`src/logic/pcaer_pkg.sv`:
```
package pcaer_pkg;
  // ----------------------------------------------------------------------
  // Configuration space placement.
  // ----------------------------------------------------------------------
  localparam logic [11:0] AER_BASE = 12'h100;
  localparam logic [11:0] DSN_BASE = 12'h140;

  // ----------------------------------------------------------------------
  // Register offsets relative to the capability base.
  // ----------------------------------------------------------------------
  localparam logic [7:0] OFS_HEADER = 8'h00;
  localparam logic [7:0] OFS_UNC_FLAGS = 8'h04;
  localparam logic [7:0] OFS_UNC_SUPPRESS = 8'h08;
  localparam logic [7:0] OFS_UNC_FATALITY = 8'h0c;
  localparam logic [7:0] OFS_COR_FLAGS = 8'h10;
  localparam logic [7:0] OFS_COR_SUPPRESS = 8'h14;
  localparam logic [7:0] OFS_FIRST_ERR = 8'h18;
  localparam logic [7:0] OFS_HDR_LOG0 = 8'h1c;
  localparam logic [7:0] OFS_HDR_LOG3 = 8'h28;
  localparam logic [7:0] OFS_DSN_HEADER = 8'h00;
  localparam logic [7:0] OFS_DSN_LOW = 8'h04;
  localparam logic [7:0] OFS_DSN_HIGH = 8'h08;

  // ----------------------------------------------------------------------
  // Capability header fields.
  // ----------------------------------------------------------------------
  localparam logic [15:0] AER_CAP_ID = 16'h0001;
  localparam logic [15:0] DSN_CAP_ID = 16'h0003;
  localparam logic [3:0] CAP_VERSION = 4'h1;
  localparam logic [11:0] NEXT_END = 12'h000;

  // ----------------------------------------------------------------------
  // Uncorrectable error bit positions.
  // ----------------------------------------------------------------------
  localparam int UNC_DLP = 4;
  localparam int UNC_POISON = 12;
  localparam int UNC_FCP = 13;
  localparam int UNC_CTO = 14;
  localparam int UNC_CA = 15;
  localparam int UNC_UC = 16;
  localparam int UNC_RO = 17;
  localparam int UNC_MTLP = 18;
  localparam int UNC_UR = 20;

  // ----------------------------------------------------------------------
  // Correctable error bit positions.
  // ----------------------------------------------------------------------
  localparam int COR_RX = 0;
  localparam int COR_BTLP = 6;
  localparam int COR_BDLLP = 7;
  localparam int COR_ROLL = 8;
  localparam int COR_RTO = 12;
  localparam int COR_ANF = 13;

  // ----------------------------------------------------------------------
  // Implemented bits and values after reset.
  // ----------------------------------------------------------------------
  localparam logic [31:0] UNC_IMPL = 32'h0017_f010;
  localparam logic [15:0] COR_IMPL = 16'h31c1;
  localparam logic [31:0] UNC_SUPPRESS_RST = 32'h0000_0000;
  localparam logic [31:0] UNC_FATALITY_RST = 32'h0006_2010;
  localparam logic [15:0] COR_SUPPRESS_RST = 16'h2000;
  localparam logic [31:0] UNC_FLAGS_RST = 32'h0000_0000;
  localparam logic [15:0] COR_FLAGS_RST = 16'h0000;
  localparam logic [3:0] FIRST_ERR_RST = 4'h0;
  localparam logic [127:0] HDR_LOG_RST = 128'h0;

  // ----------------------------------------------------------------------
  // Message kinds sent to the root complex.
  // ----------------------------------------------------------------------
  typedef enum logic [1:0] {
    PCAER_MSG_COR,
    PCAER_MSG_NONFATAL,
    PCAER_MSG_FATAL
  } pcaer_msg_t;
endpackage

```
`src/logic/pcaer_err_if.sv`:
```
`timescale 1ns/1ps
interface pcaer_err_if;
  logic [31:0] unc_pending;
  logic [15:0] cor_pending;
  logic [31:0] unc_suppress;
  logic [31:0] unc_fatality;
  logic [15:0] cor_suppress;
  logic msg_valid;
  logic msg_ready;
  pcaer_pkg::pcaer_msg_t msg_kind;

  modport regs (
    output unc_pending,
    output cor_pending,
    output unc_suppress,
    output unc_fatality,
    output cor_suppress,
    input msg_valid,
    input msg_kind,
    output msg_ready
  );
  modport msgr (
    input unc_pending,
    input cor_pending,
    input unc_suppress,
    input unc_fatality,
    input cor_suppress,
    output msg_valid,
    output msg_kind,
    input msg_ready
  );
endinterface

```
`src/logic/pcaer_cap_regs.sv`:
```
`timescale 1ns/1ps
module pcaer_cap_regs (
  input wire logic clk,
  input wire logic rst_n,
  input wire logic por_n,
  input wire logic dsn_enable,
  input wire logic [63:0] serial_number,
  input wire logic cfg_req,
  input wire logic cfg_wr,
  input wire logic [11:0] cfg_addr,
  input wire logic [3:0] cfg_be,
  input wire logic [31:0] cfg_wdata,
  output logic [31:0] cfg_rdata,
  output logic cfg_rvalid,
  output logic cfg_hit,
  input wire logic [31:0] unc_err_evt,
  input wire logic [15:0] cor_err_evt,
  input wire logic [127:0] err_header,
  input wire logic msg_ack,
  output logic msg_req,
  output pcaer_pkg::pcaer_msg_t msg_type
);
  // ----------------------------------------------------------------------
  // Byte-lane write mask and access decode.
  // ----------------------------------------------------------------------
  function automatic logic [31:0] lane_mask(input logic [3:0] be);
    lane_mask = {{8{be[3]}}, {8{be[2]}}, {8{be[1]}}, {8{be[0]}}};
  endfunction

  function automatic logic [3:0] first_pos(input logic [31:0] v);
    logic [4:0] pos;
    pos = 5'h00;
    for (int i = 31; i >= 0; i--) begin
      if (v[i]) begin
        pos = 5'(i);
      end
    end
    first_pos = pos[3:0];
  endfunction

  pcaer_err_if err ();

  logic aer_sel;
  logic dsn_sel;
  logic [7:0] ofs;
  logic wr_en;
  logic [31:0] wmask;
  logic [31:0] wbits;

  logic [31:0] unc_flags_ff;
  logic [31:0] unc_suppress_ff;
  logic [31:0] unc_fatality_ff;
  logic [15:0] cor_flags_ff;
  logic [15:0] cor_suppress_ff;
  logic [3:0] first_err_ff;
  logic first_valid_ff;
  logic [127:0] hdr_log_ff;
  logic [31:0] cfg_rdata_ff;
  logic cfg_rvalid_ff;
  logic cfg_hit_ff;

  logic [31:0] unc_evt;
  logic [15:0] cor_evt;
  logic [31:0] unc_clr;
  logic [15:0] cor_clr;
  logic [31:0] nxt_unc_flags;
  logic [15:0] nxt_cor_flags;
  logic [31:0] nxt_rdata;
  logic nxt_hit;
  logic [11:0] next_ptr;

  assign aer_sel = (cfg_addr[11:6] == pcaer_pkg::AER_BASE[11:6]);
  assign dsn_sel = dsn_enable &&
                   (cfg_addr[11:4] == pcaer_pkg::DSN_BASE[11:4]);
  assign ofs = {cfg_addr[7:2] - pcaer_pkg::AER_BASE[7:2], 2'b00};
  assign wr_en = cfg_req & cfg_wr & aer_sel;
  assign wmask = lane_mask(cfg_be);
  assign wbits = cfg_wdata & wmask;

  // ----------------------------------------------------------------------
  // Status flags: hardware set wins over a software clear.
  // ----------------------------------------------------------------------
  assign unc_evt = unc_err_evt & pcaer_pkg::UNC_IMPL;
  assign cor_evt = cor_err_evt & pcaer_pkg::COR_IMPL;
  assign unc_clr = (wr_en && ofs == pcaer_pkg::OFS_UNC_FLAGS) ?
                   wbits : 32'h0000_0000;
  assign cor_clr = (wr_en && ofs == pcaer_pkg::OFS_COR_FLAGS) ?
                   wbits[15:0] : 16'h0000;
  assign nxt_unc_flags = ((unc_flags_ff & ~unc_clr) | unc_evt) &
                         pcaer_pkg::UNC_IMPL;
  assign nxt_cor_flags = ((cor_flags_ff & ~cor_clr) | cor_evt) &
                         pcaer_pkg::COR_IMPL;

  always_ff @(posedge clk) begin
    if (!por_n) begin
      unc_flags_ff <= pcaer_pkg::UNC_FLAGS_RST;
      cor_flags_ff <= pcaer_pkg::COR_FLAGS_RST;
    end else begin
      unc_flags_ff <= nxt_unc_flags;
      cor_flags_ff <= nxt_cor_flags;
    end
  end

  // ----------------------------------------------------------------------
  // Mask and severity controls.
  // ----------------------------------------------------------------------
  always_ff @(posedge clk) begin
    if (!por_n) begin
      unc_suppress_ff <= pcaer_pkg::UNC_SUPPRESS_RST;
      unc_fatality_ff <= pcaer_pkg::UNC_FATALITY_RST;
      cor_suppress_ff <= pcaer_pkg::COR_SUPPRESS_RST;
    end else if (wr_en) begin
      if (ofs == pcaer_pkg::OFS_UNC_SUPPRESS) begin
        unc_suppress_ff <= ((unc_suppress_ff & ~wmask) | wbits) &
                           pcaer_pkg::UNC_IMPL;
      end else if (ofs == pcaer_pkg::OFS_UNC_FATALITY) begin
        unc_fatality_ff <= ((unc_fatality_ff & ~wmask) | wbits) &
                           pcaer_pkg::UNC_IMPL;
      end else if (ofs == pcaer_pkg::OFS_COR_SUPPRESS) begin
        cor_suppress_ff <= ((cor_suppress_ff & ~wmask[15:0]) |
                           wbits[15:0]) & pcaer_pkg::COR_IMPL;
      end
    end
  end

  // ----------------------------------------------------------------------
  // First error pointer and header log.
  // ----------------------------------------------------------------------
  always_ff @(posedge clk) begin
    if (!por_n) begin
      first_err_ff <= pcaer_pkg::FIRST_ERR_RST;
      first_valid_ff <= 1'b0;
      hdr_log_ff <= pcaer_pkg::HDR_LOG_RST;
    end else if (!first_valid_ff && (|unc_evt)) begin
      first_err_ff <= first_pos(unc_evt);
      first_valid_ff <= 1'b1;
      hdr_log_ff <= err_header;
    end else if (first_valid_ff && !(|nxt_unc_flags)) begin
      first_valid_ff <= 1'b0;
    end
  end

  // ----------------------------------------------------------------------
  // Read data.
  // ----------------------------------------------------------------------
  assign next_ptr = dsn_enable ? pcaer_pkg::DSN_BASE :
                    pcaer_pkg::NEXT_END;

  always_comb begin
    nxt_rdata = 32'h0000_0000;
    nxt_hit = 1'b1;
    if (aer_sel) begin
      if (ofs == pcaer_pkg::OFS_HEADER) begin
        nxt_rdata = {next_ptr, pcaer_pkg::CAP_VERSION,
                     pcaer_pkg::AER_CAP_ID};
      end else if (ofs == pcaer_pkg::OFS_UNC_FLAGS) begin
        nxt_rdata = unc_flags_ff;
      end else if (ofs == pcaer_pkg::OFS_UNC_SUPPRESS) begin
        nxt_rdata = unc_suppress_ff;
      end else if (ofs == pcaer_pkg::OFS_UNC_FATALITY) begin
        nxt_rdata = unc_fatality_ff;
      end else if (ofs == pcaer_pkg::OFS_COR_FLAGS) begin
        nxt_rdata = {16'h0000, cor_flags_ff};
      end else if (ofs == pcaer_pkg::OFS_COR_SUPPRESS) begin
        nxt_rdata = {16'h0000, cor_suppress_ff};
      end else if (ofs == pcaer_pkg::OFS_FIRST_ERR) begin
        nxt_rdata = {28'h0000000, first_err_ff};
      end else if (ofs >= pcaer_pkg::OFS_HDR_LOG0 &&
                   ofs <= pcaer_pkg::OFS_HDR_LOG3) begin
        nxt_rdata = hdr_log_ff[32 * (ofs[5:2] -
                    pcaer_pkg::OFS_HDR_LOG0[5:2]) +: 32];
      end
    end else if (dsn_sel) begin
      if (cfg_addr[3:0] == pcaer_pkg::OFS_DSN_HEADER[3:0]) begin
        nxt_rdata = {pcaer_pkg::NEXT_END, pcaer_pkg::CAP_VERSION,
                     pcaer_pkg::DSN_CAP_ID};
      end else if (cfg_addr[3:0] == pcaer_pkg::OFS_DSN_LOW[3:0]) begin
        nxt_rdata = serial_number[31:0];
      end else if (cfg_addr[3:0] == pcaer_pkg::OFS_DSN_HIGH[3:0]) begin
        nxt_rdata = serial_number[63:32];
      end
    end else begin
      nxt_hit = 1'b0;
    end
  end

  always_ff @(posedge clk) begin
    if (!rst_n) begin
      cfg_rdata_ff <= 32'h0000_0000;
      cfg_rvalid_ff <= 1'b0;
      cfg_hit_ff <= 1'b0;
    end else begin
      cfg_rvalid_ff <= cfg_req & ~cfg_wr;
      cfg_hit_ff <= cfg_req & nxt_hit;
      if (cfg_req && !cfg_wr) begin
        cfg_rdata_ff <= nxt_rdata;
      end
    end
  end

  assign cfg_rdata = cfg_rdata_ff;
  assign cfg_rvalid = cfg_rvalid_ff;
  assign cfg_hit = cfg_hit_ff;

  // ----------------------------------------------------------------------
  // Error message generation.
  // ----------------------------------------------------------------------
  assign err.unc_pending = unc_evt;
  assign err.cor_pending = cor_evt;
  assign err.unc_suppress = unc_suppress_ff;
  assign err.unc_fatality = unc_fatality_ff;
  assign err.cor_suppress = cor_suppress_ff;
  assign err.msg_ready = 1'b1;

  pcaer_msg_gen u_msg (
    .clk(clk),
    .rst_n(rst_n),
    .err(err),
    .msg_ack(msg_ack),
    .msg_req(msg_req),
    .msg_type(msg_type)
  );
endmodule

```
`src/logic/pcaer_msg_gen.sv`:
```
`timescale 1ns/1ps
module pcaer_msg_gen (
  input wire logic clk,
  input wire logic rst_n,
  pcaer_err_if.msgr err,
  input wire logic msg_ack,
  output logic msg_req,
  output pcaer_pkg::pcaer_msg_t msg_type
);
  // ----------------------------------------------------------------------
  // Error message requests, fatal first, then non-fatal, then correctable.
  // ----------------------------------------------------------------------
  logic [31:0] unc_send;
  logic [15:0] cor_send;
  logic fatal_any;
  logic nonfatal_any;
  logic msg_req_ff;
  pcaer_pkg::pcaer_msg_t msg_type_ff;

  assign unc_send = err.unc_pending & ~err.unc_suppress;
  assign cor_send = err.cor_pending & ~err.cor_suppress;
  assign fatal_any = |(unc_send & err.unc_fatality);
  assign nonfatal_any = |(unc_send & ~err.unc_fatality);

  always_ff @(posedge clk) begin
    if (!rst_n) begin
      msg_req_ff <= 1'b0;
      msg_type_ff <= pcaer_pkg::PCAER_MSG_COR;
    end else if (!msg_req_ff || msg_ack) begin
      msg_req_ff <= fatal_any | nonfatal_any | (|cor_send);
      if (fatal_any) begin
        msg_type_ff <= pcaer_pkg::PCAER_MSG_FATAL;
      end else if (nonfatal_any) begin
        msg_type_ff <= pcaer_pkg::PCAER_MSG_NONFATAL;
      end else begin
        msg_type_ff <= pcaer_pkg::PCAER_MSG_COR;
      end
    end
  end

  assign msg_req = msg_req_ff;
  assign msg_type = msg_type_ff;
  assign err.msg_valid = msg_req_ff & msg_ack;
  assign err.msg_kind = msg_type_ff;
endmodule

```
`config.mk`:
```
export PLATFORM = sky130hd
export DESIGN_NAME = pcaer_cap_regs
export DESIGN_NICKNAME = d
export VERILOG_FILES = /design/src/logic/pcaer_pkg.sv /design/src/logic/pcaer_err_if.sv /design/src/logic/pcaer_cap_regs.sv /design/src/logic/pcaer_msg_gen.sv
export SDC_FILE = /design/constraint.sdc
export NUM_CORES = 1
export LEC_CHECK = 0
export BUFFER_PORTS_ARGS = -buffer_cell sky130_fd_sc_hd__buf_4
export CAP_MARGIN = 5
export CORE_UTILIZATION = 40
export CTS_BUF_LIST = sky130_fd_sc_hd__clkbuf_4
export DETAILED_ROUTE_END_ITERATION = 10
export GPL_TIMING_DRIVEN = 0
export MAX_ROUTING_LAYER = met4
export PLACE_DENSITY_LB_ADDON = 0.12
export SYNTH_ARGS = -nofsm -noshare
export SYNTH_HDL_FRONTEND = slang
export SYNTH_HIERARCHICAL = 1
export SYNTH_SLANG_ARGS = --single-unit
```
`constraint.sdc`:
```
create_clock -name clk -period 8.6 [get_ports clk]
set_clock_uncertainty 0.15 [all_clocks]
set_input_delay 2.58 -clock clk [delete_from_list [all_inputs] [get_ports clk]]
set_output_delay 2.58 -clock clk [all_outputs]
set_load 0.01 [all_outputs]
```
Word-level counts from Yosys, hierarchy flattened

Cells that the tools add are included.

Bits in registers: 209
Word-level logic and storage cells: 112

$add $sub $neg: 1
Magnitude comparators: 2
Equal/unequal tests: 10
Shift operators: 1
Mux-type cells: 31
Bitwise logic cells: 31
Reduce and logical (&&, ||, !) cells: 23

Operators by type and width:

| kind               | number |
|---|---|
| $mux 32            | 13 |
| $shiftx 128x33->32 | 1 |
| $and 21x21->21     | 4 |
| $not 21->32        | 2 |
| $reduce_or 32->1   | 2 |
| $or 21x21->21      | 3 |
| $not 21->21        | 2 |
| $and 21x32->32     | 1 |
| $and 32x21->32     | 1 |
| $and 32x32->32     | 1 |
| $mux 4             | 8 |
| $and 14x14->14     | 2 |
| $not 14->14        | 2 |
| $or 14x14->14      | 2 |
| $eq 6x3->1 const B | 4 |
| $mux 21            | 1 |
| $reduce_or 9->1    | 2 |
| $and 14x16->16     | 1 |
| $not 14->16        | 1 |
| $reduce_or 16->1   | 1 |
| $mux 14            | 1 |
| $eq 6x2->1 const B | 2 |
| $mux 9             | 1 |
| $eq 8x5->1 const B | 1 |
| 21 further kinds   | 40 |

Logic depth before layout (Yosys ltp)

Word-level depth: 12
Gate-level depth with buffers: 13

Modules after synthesis

The synthesis kept the hierarchy.

Modules (own cells, without submodules):

| module         | times used | cells an instance | area an instance (sq um) | sequential area each (sq um) |
|---|---|---|---|---|
| pcaer_cap_regs | 1          | 1124              | 9693.0                   | 4124.0 |
| pcaer_msg_gen  | 1          | 124               | 880.8                    | 60.1 |

Worst setup path before layout

No wires, ideal clock.

Kind: input to register
Start: input port cfg_addr[2]
End: register cfg_rdata_ff[19] (netlist: cfg_rdata[19])
Setup time: 0.132 ns
Data arrival time: 5.292 ns
Required time: 8.318 ns
Path slack: 3.026 ns
Stages: 11
Path buffers: 6
Path through: clkbuf_1 > buf_2 > buf_1 > inv_1 > ha_1 > buf_2 > buf_2 > buf_2 > mux4_2 > a31oi_1 > a21oi_1

Cells in the longest elaborated chain, start to end: 11
Elaborated cells on any way between the ends: 28

RTL lines:

| item                                                           | line                                         | source |
|---|---|---|
| start, declared                                                | pcaer_cap_regs.sv:10                         | `input wire logic [11:0] cfg_addr,` |
| $sub 4x3->5 (tied with other cells)                            | pcaer_cap_regs.sv:170                        | `nxt_rdata = hdr_log_ff[32 * (ofs[5:2] -` |
| $shiftx 128x33->32 / $logic_and 1x1->1 (equally long branches) | pcaer_cap_regs.sv:170, pcaer_cap_regs.sv:168 |  |
| $mux 32                                                        | pcaer_cap_regs.sv:168                        | `end else if (ofs >= pcaer_pkg::OFS_HDR_LOG0 &&` |
| $mux 32                                                        | pcaer_cap_regs.sv:166                        | `end else if (ofs == pcaer_pkg::OFS_FIRST_ERR) begin` |
| $mux 32                                                        | pcaer_cap_regs.sv:164                        | `end else if (ofs == pcaer_pkg::OFS_COR_SUPPRESS) begin` |
| $mux 32                                                        | pcaer_cap_regs.sv:162                        | `end else if (ofs == pcaer_pkg::OFS_COR_FLAGS) begin` |
| $mux 32                                                        | pcaer_cap_regs.sv:160                        | `end else if (ofs == pcaer_pkg::OFS_UNC_FATALITY) begin` |
| $mux 32                                                        | pcaer_cap_regs.sv:158                        | `end else if (ofs == pcaer_pkg::OFS_UNC_SUPPRESS) begin` |
| $mux 32                                                        | pcaer_cap_regs.sv:156                        | `end else if (ofs == pcaer_pkg::OFS_UNC_FLAGS) begin` |
| $mux 32                                                        | pcaer_cap_regs.sv:153                        | `if (ofs == pcaer_pkg::OFS_HEADER) begin` |
| $mux 32 (*)                                                    | pcaer_cap_regs.sv:152                        | `if (aer_sel) begin` |
| end signal, assigned                                           | pcaer_cap_regs.sv:196                        | `cfg_rdata_ff <= nxt_rdata;` |
| end, declared                                                  | pcaer_cap_regs.sv:58                         | `logic [31:0] cfg_rdata_ff;` |

Mark *: on every way between the ends. The rest lies on a longest branch, timed or not.
A chain may end at the register's enable or synchronous reset.

Worst setup path in the final report

Start: input port cfg_addr[2]
End: register cfg_rdata_ff[27] (netlist: cfg_rdata[27])

The elaborated chain is that of the path after synthesis.

==> flow_results.org <==
** Status
- The run finished with clean final reports.

** Synthesis
- Averaged over all synthesized cells, the footprint is 8.48 um^2.
- Synthesized cell area :: 0.0106 mm^2
- In the synthesized netlist, the number of instances is about 1200.
- Count of warnings emitted by yosys :: 6

** Timing
- The total count of hold-check failures in the final report is 0.
- Setup repair after global routing left no endpoint under its margin.
- Final Max Tran Viols :: 0
- After routing, the total negative slack on setup checks comes to 0 ns.
- Post-route minimum period :: 6.04 ns
- Static timing analysis puts the maximum clock frequency at 165 MHz.
- Final Cycle Share :: 0.703
- In this run the tightest slew margin relative to its limit is 0.496.
- The tightest hold path in the finished design has a slack of 0.303 ns.
- Final setup violation count :: 0
- For the pin with the worst max-slew slack, the measured transition is ~0.75 ns.

** Clocking
- In this run, post-CTS repair resized a total of 0 instances.
- In this run the clock root is driven by a clkbuf_4.
- TritonCTS built the clock tree.
- After clock tree synthesis, the flow added hold-fix buffers numbering 0.
- In this run the deepest clock path goes through 3 buffers.
- The number of clock buffers added by TritonCTS is 56.
- Number of setup buffers added after CTS :: 0
- Clock latency on the worst-skew pair, taken at its later pin, is around 0.7 ns.
- Clock slew at the register clock pins of the worst setup and hold paths :: around 0.06 ns
- CTS sink count :: about 210
- The clock tree synthesis step divided the H-tree into 2 levels.

** Setup path
- Largest fanout on the critical path :: 10
- Data arrival time at the worst-slack endpoint :: roughly 6.4 ns
- The worst setup path is of the primary input to flip-flop kind.
- STA puts the critical path data required time at roughly 9 ns.
- Slowest stage cell on the critical path :: mux4_2
- The worst setup path is launched from a primary input.
- Dominant delay contributor by cell family on the critical path :: buffers and inverters
- Sort of element at the end of the critical path :: flip-flop
- For this run, the slowest stage of the critical path takes about 0.60 ns.
- Together, buffers and inverters on the worst path number 8.
- Walking the worst path, the cells encountered are buf_4 -> clkbuf_1 -> buf_2 -> buf_1 -> inv_1 -> ha_1 -> buf_2 -> buf_2 -> buf_2 -> mux4_2 -> a31oi_1 -> a21oi_1.
- CP most frequent cell :: buf_2

** Routing
- Total Wirelength :: 38300 um
- After detailed routing, the average wire length per cell comes to 18.1 um.
- For this block, the initial DRC count from the detailed router was between 800 and 900.
- Drt first pass iters :: 5
- Average via count per standard cell :: slightly above 5
- Vias after detailed routing :: 10900
- Post-route antenna net violation count :: 0
- Number of design rule violations left after detail routing :: 0

** Layout
- The final layout contains 2035 nets.
- FF/Latch Area :: 0.00418 mm^2
- Area growth from synthesis to final layout :: 36.0%
- Fill cells in the final layout number approximately 2600.
- Area of the multi-input gates :: between 0.006 and 0.007 mm^2
- Proportion of layout cells with a drive suffix above 1 :: 0.245

** Floorplan
- The total area inside the core boundary comes to ~0.026 mm^2.
- For this configuration, the core starts out at a cell density of 0.407.
- Cell Rows :: 59
- Measured along the x axis, the die boundary spans between 150 and 200 um.
- The floorplan step defined a die boundary enclosing between 0.02 and 0.03 mm^2.
- Height of the die :: ~160 um
- IO Pins :: between 300 and 400

** Power
- The analysis attributes to cell leakage a power of ~6.0 nW.
- Internal power comes to about 1.7 mW.
- In this run the power density over the cells is approximately 160 mW/mm^2.
- Of the total power, the clock network draws 0.382.
- Reg power frac :: 0.449
- Net switching power of the design :: approximately 0.66 mW
- Of the total power, the share spent switching nets is 0.283.
- Proportion of power drawn by combinational gates :: 0.169
- Maximum ir drop on the vdd rail :: 0.0000876 V

** Global routing
- For this run the aggregate overflow at the end of global routing stands at 0.
- Via count of the first global-routing pass :: approximately 10000
- For this run, the total global-route usage over all layers was measured as 0.285.
- The first global-routing pass estimated roughly 56000 um of wire.
- Entering global routing, the biggest net connects 18 pins.
- The initial antenna violation count came to 1.

** Place
- Estimated wirelength of the detail-placed design :: ~30000 um
- Buffers added on ports :: about 280
- The congestion estimate from routability-driven global placement came to around 0.99.

** Run
- Max-cap violations in this run came to 0.

** Min path
- Type of the worst min-delay path :: flip-flop to flip-flop
## placed cells by master, fill, tap and decap left out, types with 5 or more instances in the layout
cell / count
a21oi_1: 39
or2_1: 7
and2_1: 8
clkbuf_4: 84
nand4_1: 17
nand3_1: 14
clkinv_1: 9
a31oi_1: 21
buf_2: 21
mux4_2: 32
nor2_1: 50
mux2i_1: 17
o21ai_1: 10
o22ai_1: 5
o221a_1: 8
nor2b_1: 21
nor4_1: 10
conb_1: 156
o21a_1: 8
diode_2: 5
inv_1: 31
a222oi_1: 6
a221oi_1: 11
o31ai_1: 5
dfxtp_1: 209
o21ai_0: 36
o211ai_1: 5
nand2_1: 296
a21boi_1: 63
nor3b_1: 32
nand3b_1: 30
a21boi_0: 83
nor3_1: 10
buf_4: 280
a22oi_1: 30
clkbuf_1: 62
## final timing paths
kind | slack [ns] | to | depth (start not counted) | startpoint
max | 2.56 | cfg_rdata[27] | 12 | cfg_addr[2]
min | 0.30 | hdr_log_ff[61] | 2 | hdr_log_ff[61]
max reg2reg | 6.01 | first_valid_ff | 6 | first_valid_ff
min reg2reg | 0.30 | hdr_log_ff[61] | 2 | hdr_log_ff[61]
## power groups by stage
| stage | clock [mW] | sequential (mW) | combinational [mW] |
|---|---|---|---|
| 2_1_floorplan | 0 | 1.07 | 0.198 |
| 3_3_place_gp | 0 | 1.07 | 0.390 |
| 3_5_place_dp | 0 | 1.08 | 0.393 |
| 4_1_cts | 0.908 | 1.05 | 0.394 |
| 5_1_grt | 0.965 | 1.06 | 0.430 |
| 6_report | 0.897 | 1.05 | 0.398 |
## final cells by class
class	instances	share of cell area
tap	335	0.0292
sequential	209	0.291
buffer	93	0.0285
clock buffer	84	0.0439
timing repair buffer	277	0.145
inverter	31	0.00810
multi-input combinational	1068	0.448
antenna	5	0.000871
clock inverter	12	0.00566
## stage by stage
| step | total power [mW] | utilization | area (um^2) | instances | setup WS [ns] |
|---|---|---|---|---|---|
| 2_1_floorplan | 1.27 | - | 11100 | 1401 | 3.03 |
| 3_3_place_gp | 1.46 | 0.525 | 13600 | 2013 | 1.88 |
| 3_5_place_dp | 1.47 | 0.525 | 13600 | 2013 | 1.87 |
| 4_1_cts | 2.36 | 0.552 | 14400 | 2109 | 2.57 |
| 5_1_grt | 2.45 | 0.553 | 14400 | 2114 | 2.27 |
| 6_report | 2.35 | 0.553 | 14400 | 2114 | 2.56 |
## layer usage
metal,global-route usage,vias up,part of all wire
li1,-,5292,-
met1,0.355,5027,0.42
met2,0.459,468,0.47
met3,0.0560,87,0.084
met4,0.102,0,0.032
met5,-,-,0
## tightest hold or removal path, stage by stage (launching register included)
cell and delay [ns]:
dfxtp_1 0.31, nand2_1 0.05, a21boi_1 0.05
(Power assumes the default switching activity.)
